<file path="config.mk">
export PLATFORM = sky130hd
export DESIGN_NAME = add_and_branch_bitclear_exec
export DESIGN_NICKNAME = d
export VERILOG_FILES = /design/src/hw/exec_pkg.sv /design/src/hw/add_and_branch_bitclear_exec.sv /design/src/hw/file_address_select.sv
export SDC_FILE = /design/constraint.sdc
export NUM_CORES = 1
export LEC_CHECK = 0
export ABC_CLOCK_PERIOD_IN_PS = 3950
export BUFFER_PORTS_ARGS = -buffer_cell sky130_fd_sc_hd__buf_2
export CAP_MARGIN = 20
export CORE_UTILIZATION = 50
export DETAILED_ROUTE_END_ITERATION = 7
export HOLD_SLACK_MARGIN = 0.03
export PLACE_DENSITY = 0.85
export SETUP_SLACK_MARGIN = 0.4
export SLEW_MARGIN = 0
export SYNTH_ARGS = -nofsm -noshare
export SYNTH_HDL_FRONTEND = slang
export SYNTH_SLANG_ARGS = --single-unit
export TNS_END_PERCENT = 20
</file>
<file path="constraint.sdc">
create_clock -name ref_clk_in -period 3.95 [get_ports ref_clk_in]
set_input_delay 0.395 -clock ref_clk_in [delete_from_list [all_inputs] [get_ports ref_clk_in]]
set_output_delay 0.395 -clock ref_clk_in [all_outputs]
set_load 0.01 [all_outputs]
</file>
<file path="src/hw/exec_pkg.sv">
package exec_pkg;

	localparam int DATA_W     = 8;
	localparam int INSN_W     = 16;
	localparam int PC_W       = 21;
	localparam int ADDR_W     = 12;
	localparam int BANK_W     = 4;
	localparam int PHASES     = 4;
	localparam int PHASE_W    = 2;

	localparam logic [3:0] OP_ADD_CARRY  = 4'h2;
	localparam logic [1:0] SUB_ADD_CARRY = 2'h0;
	localparam logic [7:0] OP_AND_IMM    = 8'h0B;
	localparam logic [3:0] OP_AND_FILE   = 4'h1;
	localparam logic [1:0] SUB_AND_FILE  = 2'h1;
	localparam logic [7:0] OP_BRANCH_C   = 8'hE2;
	localparam logic [3:0] OP_CLEAR_BIT  = 4'h9;

	localparam logic [7:0] INDEXED_LIMIT = 8'h5F;
	localparam logic [3:0] ACCESS_HI_BANK = 4'hF;
	localparam logic [7:0] ACCESS_SPLIT  = 8'h60;
	localparam logic [PC_W-1:0] PC_STEP  = 21'h000002;
	localparam logic [1:0] LAST_PHASE    = 2'h3;

	localparam int FLAG_C  = 0;
	localparam int FLAG_DC = 1;
	localparam int FLAG_Z  = 2;
	localparam int FLAG_OV = 3;
	localparam int FLAG_N  = 4;
	localparam int FLAG_W  = 5;

	typedef struct packed {
		logic             wr_accum;
		logic             wr_file;
		logic [ADDR_W-1:0] file_addr;
		logic [DATA_W-1:0] value;
	} result_t;

	typedef struct packed {
		logic             taken;
		logic [PC_W-1:0]  target;
	} branch_t;

endpackage

</file>
<file path="src/hw/add_and_branch_bitclear_exec.sv">
// Overview of operation
// RL1: Add accumulator, carry and file byte.
// RL2: Destination bit picks accumulator or file.
// RL3: Access bit picks access or pointed bank.
// RL4: Extended, access, low address uses indexing.
// RL5: AND immediate into accumulator.
// RL6: AND file with accumulator to destination.
// RL7: AND updates only negative and zero.
// RL8: Branch only when carry set, no flags.
// RL9: Target is counter plus two plus 2n.
// RL10: Taken branch adds one no-operation cycle.
// RL11: Clear one chosen bit, flags untouched.
// RL12: Add sets five flags; one cycle each. A taken branch here takes two cycles.
`timescale 1ns/1ps
module add_and_branch_bitclear_exec
	import exec_pkg::*;
(
	input  wire logic                  ref_clk_in,
	input  wire logic                  reset_in,
	input  wire logic                  insn_valid_in,
	input  wire logic [INSN_W-1:0]     insn_in,
	input  wire logic [DATA_W-1:0]     accum_in,
	input  wire logic [DATA_W-1:0]     file_data_in,
	input  wire logic [FLAG_W-1:0]     status_in,
	input  wire logic [PC_W-1:0]       program_counter_in,
	input  wire logic [BANK_W-1:0]     bank_pointer_register_in,
	input  wire logic [ADDR_W-1:0]     index_base_in,
	input  wire logic                  extended_in,
	output logic      [ADDR_W-1:0]     read_addr_out,
	output exec_pkg::result_t          result_out,
	output logic                       flags_wr_out,
	output logic      [FLAG_W-1:0]     status_out,
	output exec_pkg::branch_t          branch_out,
	output logic      [PHASE_W-1:0]    phase_out,
	output logic                       busy_out,
	output logic                       done_out
);
	import exec_pkg::*;

	typedef enum {ST_IDLE, ST_EXEC, ST_FLUSH} state_t;

	state_t             state_r, state_nxt;
	logic [PHASE_W-1:0] phase_r, phase_nxt;
	logic [INSN_W-1:0]  insn_r, insn_nxt;
	logic [ADDR_W-1:0]  addr_r, addr_nxt;
	result_t            result_r, result_nxt;
	logic               flags_wr_r, flags_wr_nxt;
	logic [FLAG_W-1:0]  status_r, status_nxt;
	branch_t            branch_r, branch_nxt;
	logic               done_r, done_nxt;

	logic [ADDR_W-1:0]  sel_addr;
	logic [3:0]         op_hi;
	logic [1:0]         op_sub;
	logic               dest_bit;
	logic [2:0]         bit_pos;
	logic [8:0]         sum;
	logic [4:0]         low_sum;
	logic [DATA_W-1:0]  res;
	logic [PC_W-1:0]    offset2;

	// One decode line per supported word; anything else finishes without writes.
	logic               is_add_carry;
	logic               is_and_imm;
	logic               is_and_file;
	logic               is_branch_c;
	logic               is_clear_bit;

	file_address_select u_addr (
		.file_in                  (insn_nxt[7:0]),
		.access_sel_in            (insn_nxt[8]),
		.extended_in              (extended_in),
		.bank_pointer_register_in (bank_pointer_register_in),
		.index_base_in            (index_base_in),
		.addr_out                 (sel_addr),
		.indexed_out              ()
	);

	always_comb begin
		state_nxt    = state_r;
		phase_nxt    = phase_r;
		insn_nxt     = insn_r;
		addr_nxt     = addr_r;
		result_nxt   = '0;
		flags_wr_nxt = 1'b0;
		status_nxt   = status_r;
		branch_nxt   = '0;
		done_nxt     = 1'b0;
		op_hi        = insn_r[15:12];
		op_sub       = insn_r[11:10];
		dest_bit     = insn_r[9];
		bit_pos      = insn_r[11:9];
		sum          = '0;
		low_sum      = '0;
		res          = '0;
		// The offset is doubled because every instruction word is two bytes.
		offset2      = {{(PC_W-9){insn_r[7]}}, insn_r[7:0], 1'b0};
		is_add_carry = (op_hi == OP_ADD_CARRY) && (op_sub == SUB_ADD_CARRY); // see RL1
		is_and_imm   = (insn_r[15:8] == OP_AND_IMM); // see RL5
		is_and_file  = (op_hi == OP_AND_FILE) && (op_sub == SUB_AND_FILE); // see RL6
		is_branch_c  = (insn_r[15:8] == OP_BRANCH_C); // see RL8
		is_clear_bit = (op_hi == OP_CLEAR_BIT); // see RL11
		unique case (state_r)
			ST_IDLE: begin
				if (insn_valid_in) begin
					insn_nxt  = insn_in;
					addr_nxt  = sel_addr;
					phase_nxt = '0;
					state_nxt = ST_EXEC;
				end
			end
			ST_EXEC: begin
				phase_nxt = phase_r + 2'h1; // see RL12
				// Flags are read at the last phase, so the core must hold them until then.
				if (phase_r == LAST_PHASE) begin
					status_nxt = status_in;
					done_nxt   = 1'b1;
					state_nxt  = ST_IDLE;
					if (is_add_carry) begin
						sum     = {1'b0, accum_in} + {1'b0, file_data_in}
						          + {8'h00, status_in[FLAG_C]}; // see RL1
						low_sum = {1'b0, accum_in[3:0]} + {1'b0, file_data_in[3:0]}
						          + {4'h0, status_in[FLAG_C]};
						res     = sum[7:0];
						result_nxt.wr_accum = !dest_bit; // see RL2
						result_nxt.wr_file  = dest_bit; // see RL2
						flags_wr_nxt = 1'b1;
						status_nxt[FLAG_C]  = sum[8]; // see RL12
						status_nxt[FLAG_DC] = low_sum[4]; // see RL12
						status_nxt[FLAG_Z]  = (res == 8'h00); // see RL12
						status_nxt[FLAG_N]  = res[7]; // see RL12
						status_nxt[FLAG_OV] = (accum_in[7] == file_data_in[7])
						                      && (res[7] != accum_in[7]); // see RL12
					end else if (is_and_imm) begin
						res = accum_in & insn_r[7:0]; // see RL5
						result_nxt.wr_accum = 1'b1; // see RL5
						flags_wr_nxt = 1'b1;
						status_nxt[FLAG_Z] = (res == 8'h00); // see RL7
						status_nxt[FLAG_N] = res[7]; // see RL7
					end else if (is_and_file) begin
						res = accum_in & file_data_in; // see RL6
						result_nxt.wr_accum = !dest_bit; // see RL2
						result_nxt.wr_file  = dest_bit; // see RL2
						flags_wr_nxt = 1'b1;
						status_nxt[FLAG_Z] = (res == 8'h00); // see RL7
						status_nxt[FLAG_N] = res[7]; // see RL7
					end else if (is_branch_c) begin
						if (status_in[FLAG_C]) begin // see RL8
							branch_nxt.taken  = 1'b1;
							branch_nxt.target = program_counter_in + PC_STEP + offset2; // see RL9
							done_nxt  = 1'b0;
							phase_nxt = '0;
							state_nxt = ST_FLUSH; // see RL10
						end
					end else if (is_clear_bit) begin
						res = file_data_in & ~(8'h01 << bit_pos); // see RL11
						result_nxt.wr_file = 1'b1; // see RL11
					end
					result_nxt.file_addr = addr_r;
					result_nxt.value     = res;
				end
			end
			// A taken branch spends a whole extra instruction cycle as a no-operation.
			ST_FLUSH: begin
				phase_nxt = phase_r + 2'h1; // see RL10
				if (phase_r == LAST_PHASE) begin
					done_nxt  = 1'b1;
					state_nxt = ST_IDLE;
				end
			end
		endcase
		// Words outside this set write nothing; of them only a taken branch drives branch_out and takes an extra cycle.
		if (!(is_add_carry || is_and_imm || is_and_file || is_clear_bit)) begin
			result_nxt.wr_accum = 1'b0;
			result_nxt.wr_file  = 1'b0;
			flags_wr_nxt        = 1'b0;
		end
	end

	always_ff @(posedge ref_clk_in) begin
		if (reset_in) begin
			state_r    <= ST_IDLE;
			phase_r    <= '0;
			insn_r     <= '0;
			addr_r     <= '0;
			result_r   <= '0;
			flags_wr_r <= 1'b0;
			status_r   <= '0;
			branch_r   <= '0;
			done_r     <= 1'b0;
		end else begin
			state_r    <= state_nxt;
			phase_r    <= phase_nxt;
			insn_r     <= insn_nxt;
			addr_r     <= addr_nxt;
			result_r   <= result_nxt;
			flags_wr_r <= flags_wr_nxt;
			status_r   <= status_nxt;
			branch_r   <= branch_nxt;
			done_r     <= done_nxt;
		end
	end

	// Busy mirrors the state register, so a new word is refused until completion.
	logic busy_r;
	always_ff @(posedge ref_clk_in) begin
		if (reset_in) begin
			busy_r <= 1'b0;
		end else begin
			busy_r <= (state_nxt != ST_IDLE);
		end
	end

	assign read_addr_out = addr_r;
	assign result_out    = result_r;
	assign flags_wr_out  = flags_wr_r;
	assign status_out    = status_r;
	assign branch_out    = branch_r;
	assign phase_out     = phase_r;
	assign busy_out      = busy_r;
	assign done_out      = done_r;
endmodule

</file>
<file path="src/hw/file_address_select.sv">
`timescale 1ns/1ps
module file_address_select
	import exec_pkg::*;
(
	input  wire logic [7:0]        file_in,
	input  wire logic              access_sel_in,
	input  wire logic              extended_in,
	input  wire logic [BANK_W-1:0] bank_pointer_register_in,
	input  wire logic [ADDR_W-1:0] index_base_in,
	output logic      [ADDR_W-1:0] addr_out,
	output logic                   indexed_out
);
	always_comb begin
		indexed_out = !access_sel_in && extended_in && (file_in <= INDEXED_LIMIT); // see RL4
		if (indexed_out) begin
			addr_out = index_base_in + {4'h0, file_in}; // see RL4
		end else if (access_sel_in) begin
			addr_out = {bank_pointer_register_in, file_in}; // see RL3
		end else if (file_in < ACCESS_SPLIT) begin
			addr_out = {4'h0, file_in}; // see RL3
		end else begin
			addr_out = {ACCESS_HI_BANK, file_in}; // see RL3
		end
	end
endmodule
</file>
==> metrics.txt <==
LEAKAGE 3.47 nW; slowest stage delay, CP 0.45 ns; CTS max path bufs 2; GR Overflow Total 0; xor/xnor share of the synthesized area 2.85%; startpoint types flop; # IOs 144; Mapped Area 0.00615 sq mm; critical-path cell list nor4_2, nand4_1, buf_4, nor3_4, o21ai_0, ha_1, fa_1, a211oi_1, nor2_1, o31a_1, o22ai_1, mux2i_1, a311oi_1; slew margin rel. 46.5%; initial core utilization 51.2%; count of cell types in the netlist 67; Synthesis Warnings 0; Final Max Tran Viols 0; Hold WC Path Type in -> reg; area delta synth->final 23.9%; min Tclk post-route 3.44 ns; Inserted Diodes 0; die width 113 um; clk_lat worst skew 0.42 ns; Setup TNS Final 0 ns; drt pass-1 iters 7; Layout Skew 0.00860 ns; Tot GR Track Use 26.0%; CP Capture Type flop; Primary FF master, synth dfxtp_1; cell taking the most area after synthesis dfxtp_1; worst-margin pin slew 0.803 ns; Root Driver clkbuf_16; RSZ-0062 raised after global routing yes; most frequent cell after synthesis dfxtp_1; CTS Hold Buffers Added 0; Post-Synthesis Cells 705; EDFF count, synth 0; dominant cells by area after synthesis dfxtp_1 37%, ha_1 11%, and2_1 4.5%; Post-Route Utilization 63.4%; die area 0.0128 sq mm; vias in the first global route 5216; commonest cells in the netlist 114 x dfxtp_1, 61 x nand2_1, 56 x nor2_1; register area 0.00228 sq mm; sequential area share after synthesis 37.1%; Pwr per Cell Area 418 mW/mm^2; Die Y-Extent 113 um; clk slew on worst S/H paths 0.06 ns; Final HPWL DP 11.8 mm; DRT iter0 DRCs 428; num rows 40; mux contribution to synthesized area 2.46%; CTS tree yes; fill count 981; R2R depth 13; total wire length 16.2 mm; post-synthesis simple-gate area fraction 23.4%; Syn Area/Cell 8.73 sq um; Multi-input gate area 0.00367 sq mm; Crit Path Class reg -> reg; post-synthesis async set-or-reset flop share 0%; peak supply drop 0.306 mV; Final Cycle Share 87.1%; Adder-Cell Fraction of Synth Area 12.5%; largest family of logic cells by synthesized area simple AND/OR/NAND/NOR gates; post-synth top area share 37.1%; Max stage delay cell, worst path fa_1; hold depth 2; Final Instance Count excl. Fillers 1009; Yosys reg bits 114; htree depth 4; fmax 0.291 GHz; final hold violation count 0; largest net degree at the start of global routing 44; WL per Instance 16.1 um; placed cell count 974; antenna violations before repair 0; total number of vias 5800; PortBufs 143; Routed Antenna Nets 0; Sink Count 114; DRC viols 0; global-route wire length before repair 25.7 mm; WP data required 4.21 ns; share of post-route cells with drive strength above 1 24.2%; Max Cap Viol 0; largest fanout on the critical path 5; GPL Wtd Cong 0.921; crit path DAT 3.70 ns; vias per cell 5.75; worst hold slack 0.214 ns; Setup violations, final 0; status finished clean; Layout Nets 986; core area 0.0120 sq mm; CTS buffer count 17; Compound-Gate Fraction of Synth Area 18.1%; Syn Nets 842
==> routing by layer <==
layer  vias up  wire [um]  track usage [%]
li1       2841          -                -
met3        31       1380             8.09
met5         -          0                0
met2       249       7520             41.4
met1      2679       6890             32.8
met4         0        415             11.0
==> timing repair <==
item / CTS / global route
gates resized for setup: 0 / 7
setup buffers: 0 / 3
endpoints found under the hold margin: 0 / 0
endpoints found under the setup margin: 0 / 7
==> state kept, by name, summed over array words and instances, names as in the netlist <==
register       count
state_r           32
branch_out        22
result_out        22
insn_r            16
read_addr_out     12
status_out         5
phase_out          2
busy_out           1
done_out           1
flags_wr_out       1
==> metrics by stage <==
stage               cell area (sq um)  setup slack (ns)  power, mW
finish                           7620             0.511       3.19
global route                     7620             0.368       3.31
CTS                              7570             0.444       3.20
detailed placement               6990             0.454       1.69
global placement                 6990             0.596       1.68
floorplan                        6150             0.564       1.55
==> where the power goes <==
part	total [mW]	internal [mW]	switching (mW)
logic	0.477	0.211	0.266
registers	1.21	1.17	0.0336
clock network	1.50	0.945	0.557
total	3.19	2.33	0.856
==> final cells by class <==
cell class	count	area share (%)
multi-input cells	536	48.1
flip-flops and latches	114	29.9
repair buffers	155	10.7
clock buffers	20	5.86
well taps	147	2.41
clock inverters	12	1.74
inverters	25	1.23
==> cell families (layout without fill, tap and decap cells) <==
logic type / count (synthesis) / count (layout)
flops: 114 / 114
buf+inv: 55 / 212
fa+ha+maj: 59 / 59
simple gates: 275 / 275
xor+xnor: 20 / 20
mux: 14 / 14
compound gates: 168 / 168
==> worst max-delay path, delay by kind of cell, from the launching register on <==
| family | cells | cell delay, ns |
|---|---|---|
| AO/OA/AOI/OAI | 5 | 0.97 |
| AND/OR/NAND/NOR | 4 | 0.88 |
| adder cells (fa/ha/maj) | 2 | 0.72 |
| flip-flops | 1 | 0.32 |
| multiplexers | 1 | 0.21 |
| buffers and inverters | 1 | 0.18 |
==> path summary, 6_finish.rpt <==
kind | start | to | slack (ns)
worst max-delay path | state_r[19]$_SDFF_PP0_ | read_addr_out[8]$_SDFFE_PP0P_ | 0.51
worst min-delay path | program_counter_in[0] | branch_out[0]$_SDFF_PP0_ | 0.21
worst max register to register | state_r[19]$_SDFF_PP0_ | read_addr_out[8]$_SDFFE_PP0P_ | 0.51
worst min register to register | state_r[9]$_SDFF_PP0_ | state_r[9]$_SDFF_PP0_ | 0.46
==> layout by cell type, fill, tap and decap left out, drive strengths merged, types with 12 or more instances in the layout <==
cell type / count
clkbuf: 20
buf: 155
o21ai: 31
and2: 44
inv: 27
nand2: 61
nor2b: 18
nand3: 14
ha: 55
dfxtp: 114
a31oi: 12
nor3: 27
xnor2: 15
o21a: 16
nor2: 57
nor4: 14
a211oi: 13
a21oi: 42
No activity file was read; power rests on OpenSTA's default activity.
